### src/design/gpe_cfg.svh
// Offsets, field positions, reset values and sizes of the general purpose event unit.
// Assumes a 12-bit APB byte address space with one aligned 32-bit word per register.
`ifndef GPE_CFG_SVH
`define GPE_CFG_SVH

`define GPE_ADDR_W        12
`define GPE_NPORTS        4

`define GPE_CTL_OFF       12'h35c
`define GPE_STS_OFF       12'h360
`define GPE_INT_STS_OFF   12'h364
`define GPE_INT_MASK_OFF  12'h368
`define GPE_PIN_CTL_OFF   12'h36c

`define GPE_CTL_INV_BIT   0
`define GPE_CTL_EN_LSB    2
`define GPE_CTL_EN_MSB    5
`define GPE_STS_LSB       1
`define GPE_STS_MSB       4

`define GPE_PIN_ALT_BIT   0
`define GPE_PIN_OUT_BIT   1
`define GPE_PIN_OE_BIT    2
`define GPE_PIN_LVL_BIT   3

`define GPE_CTL_RST       32'h00000000
`define GPE_MASK_RST      4'h0
`define GPE_PIN_RST       3'h0

`endif

### src/design/gpe_pkg.sv
// Types shared by the general purpose event unit: APB carriers, pin carrier, bus phase.
// Assumes the constants of gpe_cfg.svh for the address width.
`include "gpe_cfg.svh"

package gpe_pkg;

    typedef struct packed {
        logic                   psel;
        logic                   penable;
        logic                   pwrite;
        logic [`GPE_ADDR_W-1:0] paddr;
        logic [31:0]            pwdata;
    } apb_req_t;

    typedef struct packed {
        logic [31:0] prdata;
        logic        pready;
        logic        pslverr;
    } apb_rsp_t;

    typedef struct packed {
        logic o;
        logic oe;
    } pin_drv_t;

    typedef enum logic [1:0] {
        PH_IDLE   = 2'b00,
        PH_SETUP  = 2'b01,
        PH_ACCESS = 2'b10
    } apb_phase_t;

endpackage

### src/design/gpe_sync3.sv
// Three-flop input synchroniser; the output follows once the last two stages agree.
// Assumes the input is asynchronous to mclk.
`timescale 1ns/100ps

module gpe_sync3 #(
    parameter int W = 1
) (
    // Clock and reset
    input  wire logic         mclk,
    input  wire logic         rstn,
    // Data
    input  wire logic [W-1:0] d,
    output logic      [W-1:0] q_r
);

    logic [W-1:0] s1_r;
    logic [W-1:0] s2_r;
    logic [W-1:0] s3_r;

    always_ff @(posedge mclk or negedge rstn) begin
        if (!rstn) begin
            s1_r <= '0;
            s2_r <= '0;
            s3_r <= '0;
        end else begin
            s1_r <= d;
            s2_r <= s1_r;
            s3_r <= s2_r;
        end
    end

    // A single glitchy sample never reaches the output
    always_ff @(posedge mclk or negedge rstn) begin
        if (!rstn) begin
            q_r <= '0;
        end else if (s2_r == s3_r) begin
            q_r <= s3_r;
        end
    end

endmodule

### src/design/gpe_port_cell.sv
// One downstream port's event path: gating by its enable and in-band suppression.
// Assumes hp_req is a level from hot-plug logic on the mclk domain.
`timescale 1ns/100ps

module gpe_port_cell (
    // Clock and reset
    input  wire logic mclk,
    input  wire logic rstn,
    // Port side
    input  wire logic hp_req,
    input  wire logic event_en,
    output logic      inband_en,
    // Event side
    output logic      active_r,
    output logic      rise
);

    logic active_nxt;

    assign active_nxt = hp_req & event_en;
    assign inband_en  = ~event_en;
    assign rise       = active_nxt & ~active_r;

    always_ff @(posedge mclk or negedge rstn) begin
        if (!rstn) begin
            active_r <= 1'b0;
        end else begin
            active_r <= active_nxt;
        end
    end

endmodule

### src/design/general_purpose_event_unit.sv
// General purpose event unit: hot-plug events of ports 2 to 5 on one shared event pin.
// Assumes an APB master on mclk, hot-plug request levels on mclk and an asynchronous pin.
//
// Our own choice: register access over APB.
`timescale 1ns/100ps
`include "gpe_cfg.svh"

module general_purpose_event_unit (
    // Clock and reset
    input  wire logic                            mclk,
    input  wire logic                            rstn,
    input  wire logic                            warm_rst,
    // APB slave
    input  wire gpe_pkg::apb_req_t               apb_req,
    output gpe_pkg::apb_rsp_t                    apb_rsp,
    // Port hot-plug events, ports 2 to 5 on bits 0 to 3
    input  wire logic [`GPE_NPORTS-1:0]          hp_event_req,
    output logic      [`GPE_NPORTS-1:0]          inband_notify_en,
    // Shared event, active high inside the core
    output logic                                 shared_event_out,
    // General purpose pin 7
    input  wire logic                            gpio7_i,
    output gpe_pkg::pin_drv_t                    gpio7_drv,
    // Interrupt
    output logic                                 irq
);

    gpe_pkg::apb_phase_t phase_r;
    gpe_pkg::apb_phase_t phase_nxt;

    logic                   setup;
    logic                   access;
    logic                   wr_en;
    logic                   rd_done;
    logic [`GPE_ADDR_W-1:0] addr;
    logic                   hit_ctl;
    logic                   hit_sts;
    logic                   hit_int;
    logic                   hit_mask;
    logic                   hit_pin;
    logic                   hit_any;
    logic                   in_access;

    logic [31:0]            ctl_r;
    logic [31:0]            ctl_nxt;
    logic                   invert;
    logic [`GPE_NPORTS-1:0] port_en;

    logic [2:0]             pin_ctl_r;
    logic                   alt_sel;
    logic                   pin_lvl;

    logic [`GPE_NPORTS-1:0] active;
    logic [`GPE_NPORTS-1:0] rise;
    logic                   any_active;
    logic                   event_level;

    logic [`GPE_NPORTS-1:0] int_sts_r;
    logic [`GPE_NPORTS-1:0] int_sts_nxt;
    logic [`GPE_NPORTS-1:0] int_clr_r;
    logic [`GPE_NPORTS-1:0] mask_r;
    logic                   irq_r;

    logic [31:0]            rd_data;
    logic [31:0]            prdata_r;
    logic [31:0]            prdata_nxt;
    logic                   slverr_r;

    logic                   shared_r;
    logic                   pin_o_r;
    logic                   pin_oe_r;
    logic                   pin_o_nxt;
    logic                   pin_oe_nxt;

    // Bus phase tracking

    assign setup  = apb_req.psel & ~apb_req.penable;
    assign access = apb_req.psel & apb_req.penable;
    assign addr   = apb_req.paddr;

    always_comb begin
        phase_nxt = phase_r;
        unique case (phase_r)
            gpe_pkg::PH_IDLE: begin
                if (setup) begin
                    phase_nxt = gpe_pkg::PH_SETUP;
                end
            end
            gpe_pkg::PH_SETUP: begin
                phase_nxt = gpe_pkg::PH_ACCESS;
            end
            gpe_pkg::PH_ACCESS: begin
                if (setup) begin
                    phase_nxt = gpe_pkg::PH_SETUP;
                end else begin
                    phase_nxt = gpe_pkg::PH_IDLE;
                end
            end
            default: begin
                phase_nxt = gpe_pkg::PH_IDLE;
            end
        endcase
    end

    always_ff @(posedge mclk or negedge rstn) begin
        if (!rstn) begin
            phase_r <= gpe_pkg::PH_IDLE;
        end else begin
            phase_r <= phase_nxt;
        end
    end

    // An access counts only after its own setup cycle, when the decode flops are fresh
    assign in_access = access & (phase_r == gpe_pkg::PH_SETUP);

    // Zero wait states: every access phase completes at its first edge
    assign apb_rsp.pready  = access;
    assign apb_rsp.prdata  = prdata_r;
    assign apb_rsp.pslverr = slverr_r & access;

    // Address decode; misaligned addresses fall into the unmapped set

    always_comb begin
        hit_ctl  = 1'b0;
        hit_sts  = 1'b0;
        hit_int  = 1'b0;
        hit_mask = 1'b0;
        hit_pin  = 1'b0;
        case (addr)
            `GPE_CTL_OFF: begin
                hit_ctl = 1'b1;
            end
            `GPE_STS_OFF: begin
                hit_sts = 1'b1;
            end
            `GPE_INT_STS_OFF: begin
                hit_int = 1'b1;
            end
            `GPE_INT_MASK_OFF: begin
                hit_mask = 1'b1;
            end
            `GPE_PIN_CTL_OFF: begin
                hit_pin = 1'b1;
            end
            default: begin
                hit_ctl = 1'b0;
            end
        endcase
    end

    assign hit_any = hit_ctl | hit_sts | hit_int | hit_mask | hit_pin;

    assign wr_en   = in_access & apb_req.pwrite & ~slverr_r;
    assign rd_done = in_access & ~apb_req.pwrite & ~slverr_r;

    // Event control: survives warm reset, cleared only by rstn

    // Reserved bits are dropped on write so they always read back as zero
    always_comb begin
        ctl_nxt = 32'h00000000;
        ctl_nxt[`GPE_CTL_INV_BIT] = apb_req.pwdata[`GPE_CTL_INV_BIT];
        ctl_nxt[`GPE_CTL_EN_MSB:`GPE_CTL_EN_LSB] =
            apb_req.pwdata[`GPE_CTL_EN_MSB:`GPE_CTL_EN_LSB];
    end

    always_ff @(posedge mclk or negedge rstn) begin
        if (!rstn) begin
            ctl_r <= `GPE_CTL_RST;
        end else if (wr_en && hit_ctl) begin
            ctl_r <= ctl_nxt;
        end
    end

    assign invert  = ctl_r[`GPE_CTL_INV_BIT];
    assign port_en = ctl_r[`GPE_CTL_EN_MSB:`GPE_CTL_EN_LSB];

    // Pin 7 function select and plain GPIO drive

    always_ff @(posedge mclk or negedge rstn) begin
        if (!rstn) begin
            pin_ctl_r <= `GPE_PIN_RST;
        end else if (warm_rst) begin
            pin_ctl_r <= `GPE_PIN_RST;
        end else if (wr_en && hit_pin) begin
            pin_ctl_r <= apb_req.pwdata[`GPE_PIN_OE_BIT:`GPE_PIN_ALT_BIT];
        end
    end

    assign alt_sel = pin_ctl_r[`GPE_PIN_ALT_BIT];

    // The pad is asynchronous, so its level is read back only through the synchroniser
    gpe_sync3 #(
        .W (1)
    ) u_pin_sync (
        .mclk (mclk),
        .rstn (rstn),
        .d    (gpio7_i),
        .q_r  (pin_lvl)
    );

    // Per-port event cells

    genvar gi;
    generate
        for (gi = 0; gi < `GPE_NPORTS; gi = gi + 1) begin : g_port
            gpe_port_cell u_cell (
                .mclk      (mclk),
                .rstn      (rstn),
                .hp_req    (hp_event_req[gi]),
                .event_en  (port_en[gi]),
                .inband_en (inband_notify_en[gi]),
                .active_r  (active[gi]),
                .rise      (rise[gi])
            );
        end
    endgenerate

    assign any_active  = |active;
    assign event_level = invert ? any_active : ~any_active;

    // Sticky interrupt status; a new event wins over a clear-on-read

    always_ff @(posedge mclk or negedge rstn) begin
        if (!rstn) begin
            int_clr_r <= '0;
        end else if (setup && hit_int && !apb_req.pwrite) begin
            int_clr_r <= int_sts_r;
        end
    end

    always_comb begin
        int_sts_nxt = int_sts_r | rise;
        if (rd_done && hit_int) begin
            int_sts_nxt = (int_sts_r & ~int_clr_r) | rise;
        end
    end

    always_ff @(posedge mclk or negedge rstn) begin
        if (!rstn) begin
            int_sts_r <= '0;
        end else if (warm_rst) begin
            int_sts_r <= '0;
        end else begin
            int_sts_r <= int_sts_nxt;
        end
    end

    // Same bit layout as the status register, so software can reuse one pattern
    always_ff @(posedge mclk or negedge rstn) begin
        if (!rstn) begin
            mask_r <= `GPE_MASK_RST;
        end else if (warm_rst) begin
            mask_r <= `GPE_MASK_RST;
        end else if (wr_en && hit_mask) begin
            mask_r <= apb_req.pwdata[`GPE_STS_MSB:`GPE_STS_LSB];
        end
    end

    // Registered so the interrupt cannot glitch while status and mask change together
    always_ff @(posedge mclk or negedge rstn) begin
        if (!rstn) begin
            irq_r <= 1'b0;
        end else begin
            irq_r <= |(int_sts_r & mask_r);
        end
    end

    assign irq = irq_r;

    // Read data mux; reserved bits read as zero

    always_comb begin
        rd_data = 32'h00000000;
        if (hit_ctl) begin
            rd_data = ctl_r;
        end else if (hit_sts) begin
            rd_data[`GPE_STS_MSB:`GPE_STS_LSB] = active;
        end else if (hit_int) begin
            rd_data[`GPE_STS_MSB:`GPE_STS_LSB] = int_sts_r;
        end else if (hit_mask) begin
            rd_data[`GPE_STS_MSB:`GPE_STS_LSB] = mask_r;
        end else if (hit_pin) begin
            rd_data[`GPE_PIN_OE_BIT:`GPE_PIN_ALT_BIT] = pin_ctl_r;
            rd_data[`GPE_PIN_LVL_BIT] = pin_lvl;
        end
    end

    // Write cycles return zero data
    always_comb begin
        prdata_nxt = rd_data;
        if (apb_req.pwrite) begin
            prdata_nxt = 32'h00000000;
        end
    end

    // Data and error are caught in the setup cycle so they come from flops in access
    always_ff @(posedge mclk or negedge rstn) begin
        if (!rstn) begin
            prdata_r <= 32'h00000000;
            slverr_r <= 1'b0;
        end else if (setup) begin
            prdata_r <= prdata_nxt;
            slverr_r <= ~hit_any;
        end
    end

    // Shared event and pin 7 drive

    always_ff @(posedge mclk or negedge rstn) begin
        if (!rstn) begin
            shared_r <= 1'b0;
        end else begin
            shared_r <= any_active;
        end
    end

    assign shared_event_out = shared_r;

    always_comb begin
        if (alt_sel) begin
            pin_o_nxt  = event_level;
            pin_oe_nxt = 1'b1;
        end else begin
            pin_o_nxt  = pin_ctl_r[`GPE_PIN_OUT_BIT];
            pin_oe_nxt = pin_ctl_r[`GPE_PIN_OE_BIT];
        end
    end

    // Inactive level of active-low signalling is high, so reset parks the pin released
    always_ff @(posedge mclk or negedge rstn) begin
        if (!rstn) begin
            pin_o_r  <= 1'b0;
            pin_oe_r <= 1'b0;
        end else begin
            pin_o_r  <= pin_o_nxt;
            pin_oe_r <= pin_oe_nxt;
        end
    end

    assign gpio7_drv.o  = pin_o_r;
    assign gpio7_drv.oe = pin_oe_r;

endmodule

### config.mk
export PLATFORM = sky130hd
export DESIGN_NAME = general_purpose_event_unit
export DESIGN_NICKNAME = d
export VERILOG_FILES = /design/src/design/gpe_pkg.sv /design/src/design/gpe_sync3.sv /design/src/design/gpe_port_cell.sv /design/src/design/general_purpose_event_unit.sv
export VERILOG_INCLUDE_DIRS = /design/src /design/src/design
export SDC_FILE = /design/constraint.sdc
export NUM_CORES = 1
export LEC_CHECK = 0
export BUFFER_PORTS_ARGS = -buffer_cell sky130_fd_sc_hd__buf_2
export CAP_MARGIN = 40
export CORE_UTILIZATION = 35
export CTS_CLUSTER_DIAMETER = 80
export CTS_CLUSTER_SIZE = 25
export DETAILED_ROUTE_END_ITERATION = 8
export PLACE_DENSITY = 0.75
export REMOVE_ABC_BUFFERS = 1
export SYNTH_ARGS = -nofsm -noshare
export SYNTH_HDL_FRONTEND = slang
export SYNTH_HIERARCHICAL = 1
export SYNTH_SLANG_ARGS = --single-unit
### constraint.sdc
create_clock -name mclk -period 2.6 [get_ports mclk]
set_input_delay 0.39 -clock mclk [delete_from_list [all_inputs] [get_ports mclk]]
set_output_delay 0.39 -clock mclk [all_outputs]
set_load 0.1 [all_outputs]
==> After elaboration in Yosys (flattened, before gate mapping) <==
Index checks and enable logic that the tools add are counted.
{ "totals": {"n_memories": 0, "mem_bits_rw": 0, "rom_bits": 0, "regBits": 67, "latch_bits": 0, "in_bits": 55, "output_inout_bits": 42} }
{ "op_classes": {"div_mod_pow": 0, "mul": 0, "n_reduce_logical": 12, "muxes": 28, "order_cmp": 0, "n_shift": 0, "n_eq_ne": 9, "bitwise": 38, "add_sub_neg": 0} }
{ "op_table": {"columns": ["op", "n"], "rows": [
  ["$eq 12x10->1 const B", 5],
  ["$mux 4", 7],
  ["$and 1x1->1", 16],
  ["$mux 1", 14],
  ["$not 1->1", 13],
  ["$mux 3", 3],
  ["$and 4x4->4", 2],
  ["$or 4x4->4", 2],
  ["$reduce_or 4->1", 2],
  ["$logic_and 1x1->1", 6],
  ["$mux 6", 1],
  ["$pmux 2 s3", 1],
  ["$mux 5", 1],
  ["$not 4->4", 1],
  ["$or 1x1->1", 4],
  ["$reduce_bool 2->1", 2],
  ["$eq 2x1->1 const B", 1],
  ["$eq 2x2->1 const B", 1],
  ["$logic_not 2->1", 1],
  ["$mux 2", 1],
  ["$ne 2x2->1 const B", 1],
  ["$eq 1x1->1", 1],
  ["$logic_not 1->1", 1]
]} }

==> Longest topological paths before layout <==
{ "logic_depth": {"ltp_word": 8, "mapped_depth": 6, "depth_no_buf": 4} }

==> Hierarchy <==
Netlist, hierarchy kept.
{ "modules_own_cells": {"columns": ["mod", "cells_each", "area_per_inst_um2", "n_inst"], "rows": [
  ["general_purpose_event_unit", 180, 1853.0, 1],
  ["gpe_port_cell", 4, 45.0, 4],
  ["gpe_sync3", 5, 111.4, 1]
]} }

==> Worst setup path before layout <==
No wires, ideal clock.
{ "synth_path": {"path_type": "input -> register", "from": "in apb_req[33] (netlist name)", "to": "reg int_clr_r[0]", "slack_ps": 953, "setup_ps": 125, "arrival_time_ps": 1523, "stages": 4, "n_path_buf": 0, "cell_sequence": "nor4b_4 > nand4_1 > nor2_2 > mux2_2"} }
{ "synth_via": {"elab_chain_len": 4} }
{ "synth_lines": {"columns": ["item", "line_no", "source"], "rows": [
  ["start: declaration", "general_purpose_event_unit.sv:14", "input wire gpe_pkg::apb_req_t apb_req,"],
  ["$eq 12x10->1", "general_purpose_event_unit.sv:129", "case (addr)"],
  ["$mux 1", "general_purpose_event_unit.sv:129", null],
  ["$logic_and 1x1->1 (2 in a row)", "general_purpose_event_unit.sv:226", "end else if (setup && hit_int && !apb_req.pwrite) begin"],
  ["end signal: assignment", "general_purpose_event_unit.sv:227", "int_clr_r <= int_sts_r;"],
  ["end: declaration", "general_purpose_event_unit.sv:60", "logic [`GPE_NPORTS-1:0] int_clr_r;"]
]} }
Every way passes these cells.
A chain may end at the register's enable or synchronous reset.

==> Worst setup path in the final report <==
{ "layout_path": {"from": "reg phase_r[1]", "to": "reg ctl_r[0]"} }
{ "layout_via": {"elab_chain_len": 5} }
{ "layout_lines": {"columns": ["item", "line_no", "source"], "rows": [
  ["start: declaration", "general_purpose_event_unit.sv:28", "gpe_pkg::apb_phase_t phase_r;"],
  ["start signal: assignment", "general_purpose_event_unit.sv:107", "phase_r <= gpe_pkg::PH_IDLE;"],
  ["start signal: assignment", "general_purpose_event_unit.sv:109", "phase_r <= phase_nxt;"],
  ["$eq 2x1->1", "general_purpose_event_unit.sv:114", "assign in_access = access & (phase_r == gpe_pkg::PH_SETUP);"],
  ["$and 1x1->1", "general_purpose_event_unit.sv:114", null],
  ["$and 1x1->1 (2 in a row)", "general_purpose_event_unit.sv:153", "assign wr_en = in_access & apb_req.pwrite & ~slverr_r;"],
  ["$logic_and 1x1->1", "general_purpose_event_unit.sv:169", "end else if (wr_en && hit_ctl) begin"],
  ["end signal: assignment", "general_purpose_event_unit.sv:168", "ctl_r <= `GPE_CTL_RST;"],
  ["end signal: assignment", "general_purpose_event_unit.sv:170", "ctl_r <= ctl_nxt;"],
  ["end: declaration", "general_purpose_event_unit.sv:44", "logic [31:0] ctl_r;"]
]} }
Every way passes these cells.

==> results by group <==
Clock network
  • Root buffer cell: clkbuf_8
  • H-tree depth reported by CTS: 2
  • Inserted Clock Buffers: 5
  • Postcts setup bufs: 0
  • Maximum root-to-sink buffer count: 2
  • Clock transition at path regs: 0.08 ns
  • Later-pin clock latency in the skew report: 0.29 ns
  • TritonCTS sink count: 41
  • TritonCTS clock tree: done

Worst setup path
  • Critical path's top delay family: simple AND/OR/NAND/NOR gates
  • R2R setup slack: 0.80 ns
  • Worst path cell trace: and4b_1 -> and2_0 -> nand2_2 -> mux2_2
  • Startpoint of the lowest-slack register-to-register path: phase_r[1]
  • End of the worst register-to-register path: ctl_r[0]
  • Critical-path maximum fanout: 8
  • Category of the worst setup path capture point: register
  • Crit path max-delay cell type: and2_0
  • Number of buffer and inverter instances along the worst setup path: 0
  • Delay contributed by the slowest stage of the critical path: 0.44 ns
  • Critical path arrival: 1.98 ns
  • Data required, critical path: 2.78 ns
  • Class of the most critical setup path: reg -> reg
  • Critical Path Start Type: register
  • Cells on worst reg2reg path: 4

Placement
  • Cell area after placement: 2320 um^2
  • Routability cong.: 0.853
  • Half-perimeter wire length after detailed placement: 3440 um
  • Count of input and output buffers: 44
  • Worst slack, placed: 0.519 ns

Routing
  • Total wirelength of the detailed-routed design: 4540 um
  • WL met3: 336 um
  • Detailed-routing iteration count for the pre-antenna-repair pass: 4
  • Number of remaining DRC errors: 0
  • Number of vias per cell: 5.08
  • Wire length per cell after detailed routing: 14.3 um
  • Routed wl met2: 2190 um
  • Count of routing violations after the opening detailed-route iteration: 131
  • Vias after detailed routing: 1614
  • Max Used Layer: met4
  • Met1 routed wirelength after detailed routing: 1970 um
  • Final ANT Viol Nets: 0

Logic synthesis
  • Dominant register cell in the synthesized netlist: dfrtp_1
  • Flip-flop and latch count after synthesis: 41
  • Library cell occupying the most area in the post-synthesis netlist: dfrtp_1
  • Biggest area contributors in the synthesized netlist: dfrtp_1 48%, buf_4 11%, mux2_2 4.7%
  • Cell count after synthesis: 201
  • Synth Area per Inst: 10.7 um^2
  • Sequential share of the synthesized area: 47.8%
  • Post-synth cell types: 43
  • Synth top area share: 47.8%
  • Synth async-reset ratio: 100%
  • Post-Syn Area: 2140 um^2
  • Count of flip-flops with a built-in enable after synthesis: 0
  • Synth warnings: 6

Die
  • Std-Cell Rows: 28
  • Starting Density: 36.2%
  • Number of top-level pins: 97
  • Standard cell core area: 5920 um^2
  • Die X: 80.3 um
  • DIE HEIGHT: 80.3 um
  • Full die area: 6440 um^2

Timing
  • Setup repair after global routing missed its margin: no
  • Worst setup margin: 0.801 ns
  • Final number of max-transition violations: 0
  • Slew at the pin closest to its max-slew limit: 0.608 ns
  • Setup clock skew after layout: 0.00232 ns
  • Shortest period the worst path allows: 1.80 ns
  • Max-slew headroom at the worst pin: 59.5%
  • Post-Route Setup TNS: 0 ns
  • Hold Vio Cnt, Final: 0
  • Max Fclk: 556 MHz
  • Final cycle utilization of the critical path: 69.2%
  • Setup Viol. Count Final: 0

Run status
  • Outcome: complete, no violations

Power and ir drop
  • Power share of the clock group: 35.5%
  • Peak supply drop: 0.000260 V
  • Total design power: 0.00141 W
  • Sequential share of power: 46.1%
  • Psw: 0.000450 W
  • Leakage power: 1.19 nW
  • Cell area power density: 578 nW/um^2
  • Combinational share of power: 18.4%
  • Net switching fraction of the power: 32.0%
  • Internal power: 0.000959 W

Finish
  • Growth of design area from synthesis to finish: 13.6%
  • Final core utilization: 41.1%
  • ANT cells: 0
  • Post-route cell area: 2440 um^2
  • Nets: 298
  • Share of cells above drive strength 1: 32.1%
  • Filler instances: 599

GRT
  • Number of global-route vias before repair: 1495
  • GRT Total Usage: 15.5%
  • Initial antenna violation count: 0
  • Global-route congestion overflow total: 0
  • Wire length of the first global-routing pass: 7420 um
  • Largest net degree at the start of global routing: 35

Min path
  • Count of cells along the worst hold path: 1
  • Worst hold endpoint: u_pin_sync/s1_r
  • Worst hold start: gpio7_i
  • Worst Hold Class: in -> reg

Flow run
  • Max capacitance violation total: 0
-- synth_stat cells, drive strengths merged (5+ instances only) --
library cell,n
o21ai,8
dfrtp,41
nor2,10
a22oi,5
nand2,15
mux2,9
buf,33
nor2b,5
and2,7
nand4,8
a21oi,9
nor4b,5
-- layout make-up --
cell class / count / area [um^2] / share of cell area [%]
clock buffer: 5 / 68.8 / 2.82
clock inverter: 2 / 35.0 / 1.44
inverter: 4 / 15.0 / 0.616
multi-input combinational: 144 / 940 / 38.6
sequential: 41 / 1030 / 42.1
tap: 75 / 93.8 / 3.85
timing repair buffer: 47 / 258 / 10.6
-- routing by layer --
metal | GRT usage (%) | vias up
li1 | - | 745
met1 | 20.9 | 786
met2 | 24.7 | 77
met3 | 3.30 | 6
met4 | 4.82 | 0
met5 | 0 | -
-- worst max path at each step --
stage	slack, ns	cells past startpoint	start	to
after floorplan	0.95	4	apb_req[33]	int_clr_r[0]
after global placement	0.54	5	apb_req[33]	int_clr_r[2]
after detailed placement	0.52	5	apb_req[33]	int_clr_r[0]
after CTS	0.82	4	phase_r[1]	ctl_r[0]
after global routing	0.76	4	phase_r[1]	ctl_r[5]
final	0.80	4	phase_r[1]	ctl_r[0]
-- stage by stage --
step / hold slack, ns / std cells
2_1_floorplan: 0.0944 / 189
3_3_place_gp: 0.333 / 309
3_5_place_dp: 0.248 / 310
4_1_cts: 0.189 / 318
5_1_grt: 0.186 / 318
6_report: 0.197 / 318
-- power groups by stage --
stage               clock, W  combinational [W]  sequential (W)
floorplan                  0           0.000200        0.000661
finish              0.000499           0.000260        0.000650
detailed placement         0           0.000259        0.000662
CTS                 0.000513           0.000261        0.000650
global route        0.000542           0.000273        0.000651
global placement           0           0.000254        0.000662
-- kinds of logic (layout without fill, tap and decap cells) --
group / after synthesis / count (layout) / share of synthesized area [%]
xor+xnor: 1 / 1 / 0.408
flops: 41 / 41 / 47.8
mux: 13 / 13 / 8.34
fa+ha+maj: 1 / 1 / 0.525
other cells: 1 / 26 / 0.175
buf+inv: 41 / 58 / 12.7
compound gates: 27 / 27 / 7.64
simple gates: 76 / 76 / 22.3
-- sequential cells by signal, summed over array words and instances, names as in the netlist, 2 cells and up --
register / flops
prdata_r: 6
g_port.u_cell/active_r: 4
int_sts_r: 4
mask_r: 4
phase_r: 2
ctl_r: 5
pin_ctl_r: 3
int_clr_r: 4
-- cell usage in the layout, fill, tap and decap left out, drive strengths merged --
cell	count
clkinv	1
a21oi	9
nand2	15
o2bb2ai	1
and2	7
nor3b	1
nor2	10
bufinv	1
o41ai	1
maj3	1
nor4b	5
mux2	9
and4bb	1
mux4	3
nand2b	2
nand4	8
nand3	3
dfrtp	41
nand3b	1
and3b	4
buf	46
nor2b	5
dlygate4sd3	1
and3	2
and4	1
conb	26
a22o	1
inv	4
nor3	4
o21ai	8
clkbuf	5
o31ai	2
or2	1
xor2	1
a22oi	5
or4	4
mux2i	1
and4b	1
nand4b	1
-- repair_timing --
action	in CTS	in global routing
resized for setup	0	0
hold buffers	1	0
hold endpoints to repair	7	0
setup endpoints to repair	0	0
-- worst register-to-register path, stage by stage (launching register included) --
cell	delay (ns)
dfrtp_1	0.38
and4b_1	0.30
and2_0	0.44
nand2_2	0.24
mux2_2	0.33
No activity file was read; power rests on OpenSTA's default activity.
